==> src/setpoint_params.svh <==
`ifndef SETPOINT_PARAMS_SVH
`define SETPOINT_PARAMS_SVH
// ---------------------------------------------------------------
// object indices of the setpoint bank
// ---------------------------------------------------------------
`define IDX_LOAD_ALARM_ONE   16'h200D
`define IDX_ST_WAVEFORM      16'h200E
`define IDX_ST_PICKUP        16'h200F
`define IDX_ST_DELAY         16'h2010
`define IDX_INST_PICKUP      16'h2011
`define IDX_GF_DETECT_TYPE   16'h2012
`define IDX_GF_FUNCTION      16'h2013
`define IDX_GF_WAVEFORM      16'h2014
`define IDX_GF_PICKUP        16'h2015
// ---------------------------------------------------------------
// value limits and reset values
// ---------------------------------------------------------------
`define AL1_MIN              16'h0032
`define AL1_MAX_MOTOR        16'h0078
`define AL1_MAX_STD          16'h0082
`define AL1_FIXED            16'h0055
`define ST_PICKUP_MIN        16'h0014
`define ST_PICKUP_MAX        16'h0064
`define ST_DELAY_MAX         16'h0064
`define INST_PICKUP_MIN      16'h0014
`define INST_PICKUP_MAX      16'h00B4
`define GF_PICKUP_MIN        16'h0014
`define GF_PICKUP_MAX        16'h0064
`define GF_FUNC_MASK         16'h0003
`define WAVE_MASK            16'h0001
`define GF_DETECT_VALUE      16'h0000
`define RESET_ST_PICKUP      16'h0014
`define RESET_ST_DELAY       16'h0000
`define RESET_INST_PICKUP    16'h0014
`define RESET_GF_PICKUP      16'h0014
`define RESET_WAVE           16'h0000
`define RESET_GF_FUNC        16'h0000
// ---------------------------------------------------------------
// access answer
// ---------------------------------------------------------------
`define ACK_LATENCY          2'h1
`endif

==> src/setpoint_pkg.sv <==
`default_nettype none
package setpoint_pkg;
   // trip unit variant selected by strap
   typedef enum logic [1:0] {
      VARIANT_BASIC,
      VARIANT_STANDARD,
      VARIANT_MOTOR
   } variant_type;
   // ground-fault reaction encodings
   typedef enum logic [1:0] {
      GF_TRIP,
      GF_ALARM,
      GF_OFF
   } gf_function_type;
   // access answer
   typedef enum logic [1:0] {
      ANS_OK,
      ANS_RANGE,
      ANS_READ_ONLY,
      ANS_NO_OBJECT
   } answer_type;
endpackage
`default_nettype wire
==> src/breaker_protection_setpoints.sv <==
`timescale 1ns/1ps
`default_nettype none
`include "setpoint_params.svh"
module breaker_protection_setpoints (
   input  wire logic                      REF_CLK,            // 100 MHz clock
   input  wire logic                      RESET,              // synchronous, high
   input  wire logic [1:0]                VARIANT,            // strap, outside domain
   input  wire logic                      REQ,                // access request pulse
   input  wire logic                      WRITE,              // 1 write, 0 read
   input  wire logic [15:0]               INDEX,              // object index
   input  wire logic [15:0]               WDATA,              // write value
   output logic                           ACK,                // answer pulse
   output logic [15:0]                    RDATA,              // read value
   output setpoint_pkg::answer_type       STATUS,             // answer code
   output logic [15:0]                    LOAD_ALARM_ONE_LEVEL, // active settings
   output logic                           SHORT_TIME_I2T,
   output logic [15:0]                    SHORT_TIME_PICKUP,
   output logic [15:0]                    SHORT_TIME_DELAY,
   output logic [15:0]                    INSTANTANEOUS_PICKUP,
   output setpoint_pkg::gf_function_type  GROUND_FAULT_FUNCTION,
   output logic                           GROUND_FAULT_I2T,
   output logic [15:0]                    GROUND_FAULT_PICKUP,
   output logic                           PRE_ALARM_OFFERED   // gf pre-alarm available
);
   // ---------------------------------------------------------------
   // strap synchroniser and captured variant
   // ---------------------------------------------------------------
   logic [1:0]               variant_meta;  // first stage
   logic [1:0]               variant_sync;  // second stage
   setpoint_pkg::variant_type variant;      // captured variant

   // two-flop synchroniser for the strap
   always_ff @(posedge REF_CLK) begin
      variant_meta <= VARIANT;
      variant_sync <= variant_meta;
   end

   // variant follows the synchronised strap; unknown codes act as basic
   always_ff @(posedge REF_CLK) begin
      if (RESET) begin
         variant <= setpoint_pkg::VARIANT_BASIC;
      end else begin
         case (variant_sync)
            2'h1:    variant <= setpoint_pkg::VARIANT_STANDARD;
            2'h2:    variant <= setpoint_pkg::VARIANT_MOTOR;
            default: variant <= setpoint_pkg::VARIANT_BASIC;
         endcase
      end
   end

   // ---------------------------------------------------------------
   // range check helper
   // ---------------------------------------------------------------
   function automatic logic in_range(input logic [15:0] v,
                                     input logic [15:0] lo,
                                     input logic [15:0] hi);
      in_range = (v >= lo) && (v <= hi);
   endfunction

   // ---------------------------------------------------------------
   // write decode
   // ---------------------------------------------------------------
   logic                     is_basic;       // basic variant active
   logic [15:0]              al1_max;        // upper alarm limit
   setpoint_pkg::answer_type next_status;    // decoded answer
   logic                     wr_ok;          // write accepted

   assign is_basic = (variant == setpoint_pkg::VARIANT_BASIC);
   // limit chosen per variant
   assign al1_max  = (variant == setpoint_pkg::VARIANT_MOTOR) ? `AL1_MAX_MOTOR
                                                              : `AL1_MAX_STD;

   // classify each access into an answer
   always_comb begin
      next_status = setpoint_pkg::ANS_OK;
      case (INDEX)
         `IDX_LOAD_ALARM_ONE: begin
            if (WRITE && is_basic) begin
               next_status = setpoint_pkg::ANS_READ_ONLY;
            end else if (WRITE && !in_range(WDATA, `AL1_MIN, al1_max)) begin
               next_status = setpoint_pkg::ANS_RANGE;
            end
         end
         `IDX_ST_WAVEFORM, `IDX_GF_WAVEFORM: begin
            if (WRITE && (WDATA & ~`WAVE_MASK) != 16'h0000) begin
               next_status = setpoint_pkg::ANS_RANGE;
            end
         end
         `IDX_ST_PICKUP: begin
            if (WRITE && is_basic) begin
               next_status = setpoint_pkg::ANS_READ_ONLY;
            end else if (WRITE && !in_range(WDATA, `ST_PICKUP_MIN, `ST_PICKUP_MAX)) begin
               next_status = setpoint_pkg::ANS_RANGE;
            end
         end
         `IDX_ST_DELAY: begin
            if (WRITE && is_basic) begin
               next_status = setpoint_pkg::ANS_READ_ONLY;
            end else if (WRITE && WDATA > `ST_DELAY_MAX) begin
               next_status = setpoint_pkg::ANS_RANGE;
            end
         end
         `IDX_INST_PICKUP: begin
            if (WRITE && is_basic) begin
               next_status = setpoint_pkg::ANS_READ_ONLY;
            end else if (WRITE && !in_range(WDATA, `INST_PICKUP_MIN, `INST_PICKUP_MAX)) begin
               next_status = setpoint_pkg::ANS_RANGE;
            end
         end
         `IDX_GF_DETECT_TYPE: begin
            if (WRITE) begin
               next_status = setpoint_pkg::ANS_READ_ONLY;
            end
         end
         `IDX_GF_FUNCTION: begin
            if (WRITE && WDATA > 16'(setpoint_pkg::GF_OFF)) begin
               next_status = setpoint_pkg::ANS_RANGE;
            end
         end
         `IDX_GF_PICKUP: begin
            if (WRITE && is_basic) begin
               next_status = setpoint_pkg::ANS_READ_ONLY;
            end else if (WRITE && !in_range(WDATA, `GF_PICKUP_MIN, `GF_PICKUP_MAX)) begin
               next_status = setpoint_pkg::ANS_RANGE;
            end
         end
         default: begin
            next_status = setpoint_pkg::ANS_NO_OBJECT;
         end
      endcase
   end

   assign wr_ok = REQ && WRITE && (next_status == setpoint_pkg::ANS_OK);

   // ---------------------------------------------------------------
   // setting storage
   // ---------------------------------------------------------------
   logic [15:0] al1_store; // adjustable alarm one level

   // alarm one level; reset to the lower limit
   always_ff @(posedge REF_CLK) begin
      if (RESET) begin
         al1_store <= `AL1_MIN;
      end else if (wr_ok && INDEX == `IDX_LOAD_ALARM_ONE) begin
         al1_store <= WDATA;
      end
   end

   // basic variant presents the fixed level
   assign LOAD_ALARM_ONE_LEVEL = is_basic ? `AL1_FIXED : al1_store;

   // short-time settings
   always_ff @(posedge REF_CLK) begin
      if (RESET) begin
         SHORT_TIME_I2T    <= 1'(`RESET_WAVE);
         SHORT_TIME_PICKUP <= `RESET_ST_PICKUP;
         SHORT_TIME_DELAY  <= `RESET_ST_DELAY;
      end else if (wr_ok) begin
         if (INDEX == `IDX_ST_WAVEFORM) begin
            SHORT_TIME_I2T <= WDATA[0];
         end
         if (INDEX == `IDX_ST_PICKUP) begin
            SHORT_TIME_PICKUP <= WDATA;
         end
         if (INDEX == `IDX_ST_DELAY) begin
            SHORT_TIME_DELAY <= WDATA;
         end
      end
   end

   // instantaneous pickup
   always_ff @(posedge REF_CLK) begin
      if (RESET) begin
         INSTANTANEOUS_PICKUP <= `RESET_INST_PICKUP;
      end else if (wr_ok && INDEX == `IDX_INST_PICKUP) begin
         INSTANTANEOUS_PICKUP <= WDATA;
      end
   end

   // ground-fault settings
   always_ff @(posedge REF_CLK) begin
      if (RESET) begin
         GROUND_FAULT_FUNCTION <= setpoint_pkg::GF_TRIP;
         GROUND_FAULT_I2T      <= 1'(`RESET_WAVE);
         GROUND_FAULT_PICKUP   <= `RESET_GF_PICKUP;
      end else if (wr_ok) begin
         if (INDEX == `IDX_GF_FUNCTION) begin
            GROUND_FAULT_FUNCTION <= setpoint_pkg::gf_function_type'(WDATA[1:0]);
         end
         if (INDEX == `IDX_GF_WAVEFORM) begin
            GROUND_FAULT_I2T <= WDATA[0];
         end
         if (INDEX == `IDX_GF_PICKUP) begin
            GROUND_FAULT_PICKUP <= WDATA;
         end
      end
   end

   // pre-alarm only exists while ground faults trip
   assign PRE_ALARM_OFFERED = (GROUND_FAULT_FUNCTION == setpoint_pkg::GF_TRIP);

   // ---------------------------------------------------------------
   // read answer
   // ---------------------------------------------------------------
   logic [15:0] next_rdata; // selected read value

   // read mux over the object indices
   always_comb begin
      case (INDEX)
         `IDX_LOAD_ALARM_ONE: next_rdata = LOAD_ALARM_ONE_LEVEL;
         `IDX_ST_WAVEFORM:    next_rdata = {15'h0000, SHORT_TIME_I2T};
         `IDX_ST_PICKUP:      next_rdata = SHORT_TIME_PICKUP;
         `IDX_ST_DELAY:       next_rdata = SHORT_TIME_DELAY;
         `IDX_INST_PICKUP:    next_rdata = INSTANTANEOUS_PICKUP;
         `IDX_GF_DETECT_TYPE: next_rdata = `GF_DETECT_VALUE;
         `IDX_GF_FUNCTION:    next_rdata = {14'h0000, GROUND_FAULT_FUNCTION};
         `IDX_GF_WAVEFORM:    next_rdata = {15'h0000, GROUND_FAULT_I2T};
         `IDX_GF_PICKUP:      next_rdata = GROUND_FAULT_PICKUP;
         default:             next_rdata = 16'h0000;
      endcase
   end

   // registered answer, one cycle after the request
   always_ff @(posedge REF_CLK) begin
      if (RESET) begin
         ACK    <= 1'b0;
         RDATA  <= 16'h0000;
         STATUS <= setpoint_pkg::ANS_OK;
      end else begin
         ACK <= REQ;
         if (REQ) begin
            RDATA  <= WRITE ? 16'h0000 : next_rdata;
            STATUS <= next_status;
         end
      end
   end

   // ---------------------------------------------------------------
   // checks
   // ---------------------------------------------------------------
   chk_alarm_basic_fixed: assert property (@(posedge REF_CLK) disable iff (RESET)
      is_basic |-> LOAD_ALARM_ONE_LEVEL == `AL1_FIXED)
      else $error("alarm one not fixed on basic variant");
   chk_alarm_range: assert property (@(posedge REF_CLK) disable iff (RESET)
      !is_basic |-> LOAD_ALARM_ONE_LEVEL >= `AL1_MIN && LOAD_ALARM_ONE_LEVEL <= `AL1_MAX_STD)
      else $error("alarm one out of range");
   chk_motor_range: assert property (@(posedge REF_CLK) disable iff (RESET)
      REQ && WRITE && INDEX == `IDX_LOAD_ALARM_ONE && variant == setpoint_pkg::VARIANT_MOTOR
      && WDATA > `AL1_MAX_MOTOR |=> STATUS != setpoint_pkg::ANS_OK)
      else $error("motor alarm above limit accepted");
   chk_st_pickup_range: assert property (@(posedge REF_CLK) disable iff (RESET)
      SHORT_TIME_PICKUP >= `ST_PICKUP_MIN && SHORT_TIME_PICKUP <= `ST_PICKUP_MAX)
      else $error("short-time pickup out of range");
   chk_st_delay_range: assert property (@(posedge REF_CLK) disable iff (RESET)
      SHORT_TIME_DELAY <= `ST_DELAY_MAX)
      else $error("short-time delay out of range");
   chk_inst_range: assert property (@(posedge REF_CLK) disable iff (RESET)
      INSTANTANEOUS_PICKUP >= `INST_PICKUP_MIN && INSTANTANEOUS_PICKUP <= `INST_PICKUP_MAX)
      else $error("instantaneous pickup out of range");
   chk_gf_pickup_range: assert property (@(posedge REF_CLK) disable iff (RESET)
      GROUND_FAULT_PICKUP >= `GF_PICKUP_MIN && GROUND_FAULT_PICKUP <= `GF_PICKUP_MAX)
      else $error("ground-fault pickup out of range");
   chk_detect_read: assert property (@(posedge REF_CLK) disable iff (RESET)
      REQ && !WRITE && INDEX == `IDX_GF_DETECT_TYPE |=> ACK && RDATA == `GF_DETECT_VALUE)
      else $error("detect type read not zero");
   chk_gf_function: assert property (@(posedge REF_CLK) disable iff (RESET)
      GROUND_FAULT_FUNCTION != 2'h3)
      else $error("ground-fault function illegal");
   chk_pre_alarm: assert property (@(posedge REF_CLK) disable iff (RESET)
      wr_ok && INDEX == `IDX_GF_FUNCTION
      |=> PRE_ALARM_OFFERED == ($past(WDATA) == 16'(setpoint_pkg::GF_TRIP)))
      else $error("pre-alarm offered wrongly");
   chk_basic_hold: assert property (@(posedge REF_CLK) disable iff (RESET)
      REQ && WRITE && is_basic && INDEX == `IDX_ST_DELAY |=> $stable(SHORT_TIME_DELAY))
      else $error("basic variant accepted read-only write");
   chk_wave_write: assert property (@(posedge REF_CLK) disable iff (RESET)
      REQ && WRITE && INDEX == `IDX_ST_WAVEFORM && WDATA == 16'h0001 |=> SHORT_TIME_I2T)
      else $error("short-time waveform not taken");
   chk_gf_wave_write: assert property (@(posedge REF_CLK) disable iff (RESET)
      REQ && WRITE && INDEX == `IDX_GF_WAVEFORM && WDATA == 16'h0000 |=> !GROUND_FAULT_I2T)
      else $error("ground-fault waveform not taken");
   chk_alarm_write: assert property (@(posedge REF_CLK) disable iff (RESET)
      wr_ok && INDEX == `IDX_LOAD_ALARM_ONE |=> al1_store == $past(WDATA))
      else $error("accepted alarm one write not stored");
   chk_basic_locked: assert property (@(posedge REF_CLK) disable iff (RESET)
      REQ && WRITE && is_basic && (INDEX == `IDX_ST_PICKUP || INDEX == `IDX_INST_PICKUP
      || INDEX == `IDX_GF_PICKUP) |=> STATUS == setpoint_pkg::ANS_READ_ONLY)
      else $error("basic variant pickup write not refused");
   chk_detect_write: assert property (@(posedge REF_CLK) disable iff (RESET)
      REQ && WRITE && INDEX == `IDX_GF_DETECT_TYPE |=> STATUS == setpoint_pkg::ANS_READ_ONLY)
      else $error("detect type write not refused");
endmodule
`default_nettype wire

==> config.mk <==
export PLATFORM = sky130hd
export DESIGN_NAME = breaker_protection_setpoints
export DESIGN_NICKNAME = d
export VERILOG_FILES = /design/src/setpoint_pkg.sv /design/src/breaker_protection_setpoints.sv
export VERILOG_INCLUDE_DIRS = /design/src
export SDC_FILE = /design/constraint.sdc
export NUM_CORES = 1
export LEC_CHECK = 0
export ABC_AREA = 1
export BUFFER_PORTS_ARGS = -buffer_cell sky130_fd_sc_hd__buf_2
export CAP_MARGIN = 20
export CORE_MARGIN = 5
export CORE_UTILIZATION = 45
export CTS_BUF_LIST = sky130_fd_sc_hd__clkbuf_4
export DETAILED_ROUTE_END_ITERATION = 10
export GPL_TIMING_DRIVEN = 0
export PLACE_DENSITY = 0.68
export RECOVER_POWER = 25
export SYNTH_ARGS = -nofsm -noshare
export SYNTH_HDL_FRONTEND = slang
export SYNTH_SLANG_ARGS = --single-unit
==> constraint.sdc <==
create_clock -name REF_CLK -period 4.1 [get_ports REF_CLK]
set_input_delay 0 -clock REF_CLK [delete_from_list [all_inputs] [get_ports REF_CLK]]
set_output_delay 0 -clock REF_CLK [all_outputs]
set_load 0.02 [all_outputs]
After elaboration in Yosys (flattened, before gate mapping)
Cells that the tools add are included.
{ "word_totals": {"wordCells": 79, "input_bits": 38, "ff_bits": 109} }
{ "op_classes": {"n_reduce_logical": 29, "n_eq_ne": 12, "n_lt_le_gt_ge": 7, "n_mux": 17} }
{ "op_table": {"columns": ["operator", "count"], "rows": [
  ["equality test 16 x 14 -> 1 bit, second input constant", 9],
  ["one-hot mux 16 bit (8 select lines)", 1],
  ["2-to-1 mux 16 bit", 2],
  [">= comparator 16 x 5 -> 1 bit, second input constant", 1],
  [">= comparator 16 x 6 -> 1 bit, second input constant", 1],
  ["> comparator 16 x 2 -> 1 bit, second input constant", 1],
  ["> comparator 16 x 7 -> 1 bit, second input constant", 1],
  ["less-or-equal comparator 16 x 7 -> 1 bit, second input constant", 1],
  ["less-or-equal comparator 16 x 8 -> 1 bit", 1],
  ["less-or-equal comparator 16 x 8 -> 1 bit, second input constant", 1],
  ["nonzero test 16 bit", 1],
  ["logical AND 1 bit", 14],
  ["one-hot mux 2 bit (7 select lines)", 1],
  ["AND reduction 2 bit", 6],
  ["2-to-1 mux 2 bit", 5],
  ["2-to-1 mux 8 bit", 1],
  ["zero test 2 bit", 3],
  ["2-to-1 mux 1 bit", 6],
  ["equality test 2 bit, second input constant", 2],
  ["one-hot mux 2 bit (2 select lines)", 1],
  ["OR reduction 2 bit", 2],
  ["zero test 1 bit", 3],
  ["equality test 2 x 1 -> 1 bit, second input constant", 1]
]} }

Longest topological paths before layout
{ "depth": {"word_depth": 12, "ltp_mapped": 20, "mapped_depth_nobuf": 19} }

Least setup slack after synthesis
Ideal clock, no wire load.
{ "synth_path": {"path_kind": "register to register", "from": "register variant[1]", "to": "register GROUND_FAULT_PICKUP[4]", "stages_incl_launch_ff": 18, "required_time_ns": 3.970, "arrival_ns": 2.054, "setup_slack_ns": 1.916, "cell_sequence": "dfxtp_1 inv_1 nor2_1 inv_1 ha_1 a21oi_1 o21ai_0 nand3_1 nand3_1 nand2_1 nand3_1 nor2_1 nor2_2 nor2_8 nand3_2 buf_2 nand2_1 nand3_1"} }
{ "synth_via": {"elab_chain_len": 12, "elab_cells_between_ends": 17, "classes_between": "order compare (1); eq/ne (1); mux (7); reduce/logical (8)"} }
{ "synth_rtl": {"columns": ["item", "line", "source"], "rows": [
  ["from (decl)", "breaker_protection_setpoints.sv:30", "setpoint_pkg::variant_type variant;"],
  ["from (signal assigned)", "breaker_protection_setpoints.sv:41", "variant <= setpoint_pkg::VARIANT_BASIC;"],
  ["from (signal assigned)", "breaker_protection_setpoints.sv:44", "2'h1: variant <= setpoint_pkg::VARIANT_STANDARD;"],
  ["from (signal assigned)", "breaker_protection_setpoints.sv:45", "2'h2: variant <= setpoint_pkg::VARIANT_MOTOR;"],
  ["equality test 2 bit", "breaker_protection_setpoints.sv:70", "assign al1_max = (variant == setpoint_pkg::VARIANT_MOTOR) ? `AL1_MAX_MOTOR"],
  ["2-to-1 mux 8 bit (no source line)", null, null],
  ["less-or-equal comparator 16 x 8 -> 1 bit", "breaker_protection_setpoints.sv:57", "in_range = (v >= lo) && (v <= hi);"],
  ["logical AND 1 bit", "breaker_protection_setpoints.sv:57", null],
  ["zero test 1 bit", "breaker_protection_setpoints.sv:80", "end else if (WRITE && !in_range(WDATA, `AL1_MIN, al1_max)) begin"],
  ["logical AND 1 bit", "breaker_protection_setpoints.sv:80", null],
  ["2-to-1 mux 1 bit", "breaker_protection_setpoints.sv:80", null],
  ["2-to-1 mux 2 bit", "breaker_protection_setpoints.sv:78", "if (WRITE && is_basic) begin"],
  ["one-hot mux 2 bit (7 select lines) *", "breaker_protection_setpoints.sv:76", "case (INDEX)"],
  ["zero test 2 bit *", "breaker_protection_setpoints.sv:133", "assign wr_ok = REQ && WRITE && (next_status == setpoint_pkg::ANS_OK);"],
  ["logical AND 1 bit *", "breaker_protection_setpoints.sv:133", null],
  ["AND reduction 2 bit (no source line) *", null, null],
  ["to (signal assigned)", "breaker_protection_setpoints.sv:185", "GROUND_FAULT_PICKUP <= `RESET_GF_PICKUP;"],
  ["to (decl)", "breaker_protection_setpoints.sv:22", "output logic [15:0] GROUND_FAULT_PICKUP,"]
]} }
Mark *: on every way between the ends. The rest lies on a longest branch, timed or not.
A chain may end at the register's enable or synchronous reset.

Worst setup path after layout
{ "layout_path": {"from": "register variant[1]", "to": "register al1_store[1]"} }
{ "layout_via": {"elab_chain_len": 12, "elab_cells_between_ends": 17, "classes_between": "order compare (1); eq/ne (1); mux (7); reduce/logical (8)"} }
{ "layout_rtl": {"columns": ["item", "line", "source"], "rows": [
  ["equality test 2 bit", "breaker_protection_setpoints.sv:70", null],
  ["2-to-1 mux 8 bit (no source line)", null, null],
  ["less-or-equal comparator 16 x 8 -> 1 bit", "breaker_protection_setpoints.sv:57", null],
  ["logical AND 1 bit", "breaker_protection_setpoints.sv:57", null],
  ["zero test 1 bit", "breaker_protection_setpoints.sv:80", null],
  ["logical AND 1 bit", "breaker_protection_setpoints.sv:80", null],
  ["2-to-1 mux 1 bit", "breaker_protection_setpoints.sv:80", null],
  ["2-to-1 mux 2 bit", "breaker_protection_setpoints.sv:78", null],
  ["one-hot mux 2 bit (7 select lines) *", "breaker_protection_setpoints.sv:76", null],
  ["zero test 2 bit *", "breaker_protection_setpoints.sv:133", null],
  ["logical AND 1 bit *", "breaker_protection_setpoints.sv:133", null],
  ["logical AND 1 bit (no source line) *", null, null],
  ["to (signal assigned)", "breaker_protection_setpoints.sv:143", "al1_store <= `AL1_MIN;"],
  ["to (decl)", "breaker_protection_setpoints.sv:138", "logic [15:0] al1_store;"]
]} }
Marked as above.

==> impl_results.md <==
* Status: complete, no violations
* H-tree levels at 3
* Flip-flop and latch count after synthesis at 109
* Die span in x at 119 um
* Antenna cells at 0
* Hold crit path type: input port to flip-flop
* Crit-path cells: inv_1 > nor2_1 > inv_1 > ha_1 > nand4_1 > o21ai_0 > nand3_1 > nand2_1 > nand3_1 > nor2_1 > nor2_2 > nor2_8 > nand3_2 > buf_2 > nand2_1 > nand3_1
* Total CTS buffers at 9
* Pre-CTS setup slack at 1.35 ns
* P&R area growth vs syn at 20.3%
* Worst path top cell family by delay: simple AND/OR/NAND/NOR gates
* Largest net degree at the start of global routing at 19
* Worst VDD drop at 199 uV
* RSZ-0062 raised after global routing: false
* Crit path buf inv count at 3
* Dpl cells at 1080
* Final hold vios at 0
* Crit Path Class: flip-flop to flip-flop
* Die height at 119 um
* Port Buf Inserts at 139
* Post-CTS Setup Bufs at 0
* PD cells at 276 nW/um^2
* Max Buffers Root-to-Sink at 2
* Drt drc at 0
* Final period util at 0.682
* PnR worst setup slack at 1.30 ns
* Worst Max-Slew Pin Slew at 0.789 ns
* Pins Over Slew Limit at 0
* Vias at 5510
* CTS sink cnt at 109
* Required @ worst endpoint at 4.47 ns
* Crit. End Element: flip-flop
* Slowest stage cell, crit path: dfxtp_1
* CTS tree: built
* Seq. cell area at 2180 um^2
* Mapped Cells at 798
* Tot GR Track Use at 0.234
* Filler-free cell count of the finished design at 1109
* Synth Cell Area at 5370 um^2
* Total power at 1.78 mW
* Syn_nets at 842
* Later-pin clock latency in the skew report at 0.49 ns
* Die area at 14200 um^2
* Critical Path Start Type: flip-flop
* Most frequent CP cell: nand3_1
* Initial Util at 0.464
* Sequential area share after synthesis at 0.406
* Synthesis Warnings at 0
* Leakage at 3.42 nW
* Final setup viols at 0
* Worst Clk Skew at 0.0243 ns
* FP Rows at 39
* Crit path time final at 2.80 ns
* Routed Antenna Nets at 0
* Post-synthesis area per instance at 6.73 um^2
* GPL Wtd Cong at 0.929
* Critical Path Fanout Max at 10
* Detailed Route Iter0 Violations at 513
* Worst path max stage delay at 0.36 ns
* CTS clk-pin slew, worst paths at 0.18 ns
* Core Box Area at 11600 um^2
* Number of antenna violations at the first check in global routing at 0
* IO Count at 142
* Detailed placement HPWL at 13000 um
* Nets at 1005
* Routed WL per cell at 15.3 um
* Fillers at 1220
* Layout cells sized above 1 at 0.155
* Vias per cell at 4.97
* Final wirelength at 16900 um
* Commonest cells after routing, fill and taps aside: 155 x nand2_1, 148 x inv_1, 124 x nor2_1, 109 x dfxtp_1, 100 x buf_2
* Max Cap Viol at 0
* Post-DP Area at 6240 um^2
* Slew margin rel. at 0.472
* Area of the multi-input gates at 2380 um^2
* Pre-Repair DR Iteration Count at 5
* Final setup TNS at 0 ns
* First-pass GRT wire length at 26100 um
* Vias in the first global route at 4937
* Most common cell after layout, fill and taps aside: nand2_1
* Total gr overflow at 0
* FMAX at 357 MHz
* Clk root buf: clkbuf_4
* Unique masters post-synth at 35
* Arrival @ worst endpoint at 3.17 ns
* Design Area, Final at 6460 um^2
-- flip-flops by register name, indices dropped and copies added (netlist names) --
signal                 count
GROUND_FAULT_FUNCTION      2
GROUND_FAULT_I2T           1
INSTANTANEOUS_PICKUP      16
SHORT_TIME_PICKUP         16
al1_store                 16
RDATA                     16
SHORT_TIME_I2T             1
GROUND_FAULT_PICKUP       16
variant                    2
STATUS                     2
SHORT_TIME_DELAY          16
variant_sync               2
ACK                        1
variant_meta               2
-- layout make-up --
cell class	instances	share of cell area
inverter	156	0.0909
multi-input combinational	493	0.368
buffer	40	0.0343
sequential	109	0.338
tap	143	0.0277
clock inverter	6	0.0107
timing repair buffer	152	0.119
clock buffer	10	0.0116
-- metrics by stage --
step / utilization / hold slack [ns]
4_1_cts: 0.564 / 0.0460
3_5_place_dp: 0.540 / 0.104
6_report: 0.558 / 0.0715
5_1_grt: 0.558 / 0.0751
3_3_place_gp: 0.540 / 0.103
2_1_floorplan: - / 0.0277
-- per-layer routing --
| metal | vias to the layer above | global-route usage | wire length, um |
|---|---|---|---|
| li1 | 2824 | - | - |
| met1 | 2457 | 0.324 | 7860 |
| met2 | 206 | 0.366 | 7500 |
| met3 | 23 | 0.0441 | 1190 |
| met4 | 0 | 0.0789 | 368 |
| met5 | - | 0 | 0 |
-- synth_stat cells (all sizes together) --
cell type  count  area (um^2)
nand2        156          588
inv          153          574
nor2         130          522
dfxtp        109         2180
nand3         99          563
a21oi         22          110
buf           22          154
clkbuf        18         67.6
nand4         18          119
nor3          16         85.1
o22ai         16          100
o21ai          9         45.0
o311ai         9         78.8
ha             6         75.1
clkinv         3         12.5
o221ai         3         26.3
a22oi          2         15.0
nand3b         2         15.0
o211ai         2         15.0
a31oi          1         6.26
and3           1         6.26
o2111ai        1         8.76
-- power by group --
part / total (mW) / switching (mW) / internal [mW]
clock network: 0.575 / 0.376 / 0.199
registers: 1.07 / 0.00201 / 1.06
logic: 0.141 / 0.0959 / 0.0446
total: 1.78 / 0.474 / 1.31
-- timing repair --
action,CTS,global route
gates resized for setup,0,0
hold buffers,13,0
setup endpoints to repair,0,0
hold endpoints to repair,55,0
-- cell families after synthesis --
family	after synthesis	synth area share
adder cells (fa/ha/maj)	6	0.0140
AO/OA/AOI/OAI	65	0.0755
flip-flops	109	0.406
buffers and inverters	196	0.151
AND/OR/NAND/NOR	422	0.354
-- worst reg2reg max path, stage by stage, from the launching register on --
cell and delay [ns]:
dfxtp_1 0.36, inv_1 0.04, nor2_1 0.21, inv_1 0.18, ha_1 0.35, nand4_1 0.14
o21ai_0 0.19, nand3_1 0.12, nand2_1 0.07, nand3_1 0.09, nor2_1 0.13, nor2_2 0.08
nor2_8 0.20, nand3_2 0.15, buf_2 0.22, nand2_1 0.08, nand3_1 0.07
-- worst paths after layout --
check	start	to	slack (ns)	cells past startpoint
worst min register to register	variant_meta[0]	variant_sync[0]	0.35	0
worst max-delay path	variant[1]	al1_store[1]	1.30	16
worst max register to register	variant[1]	al1_store[1]	1.30	16
worst min-delay path	RESET	RDATA[1]	0.07	3
No activity file was read; power rests on OpenSTA's default activity.
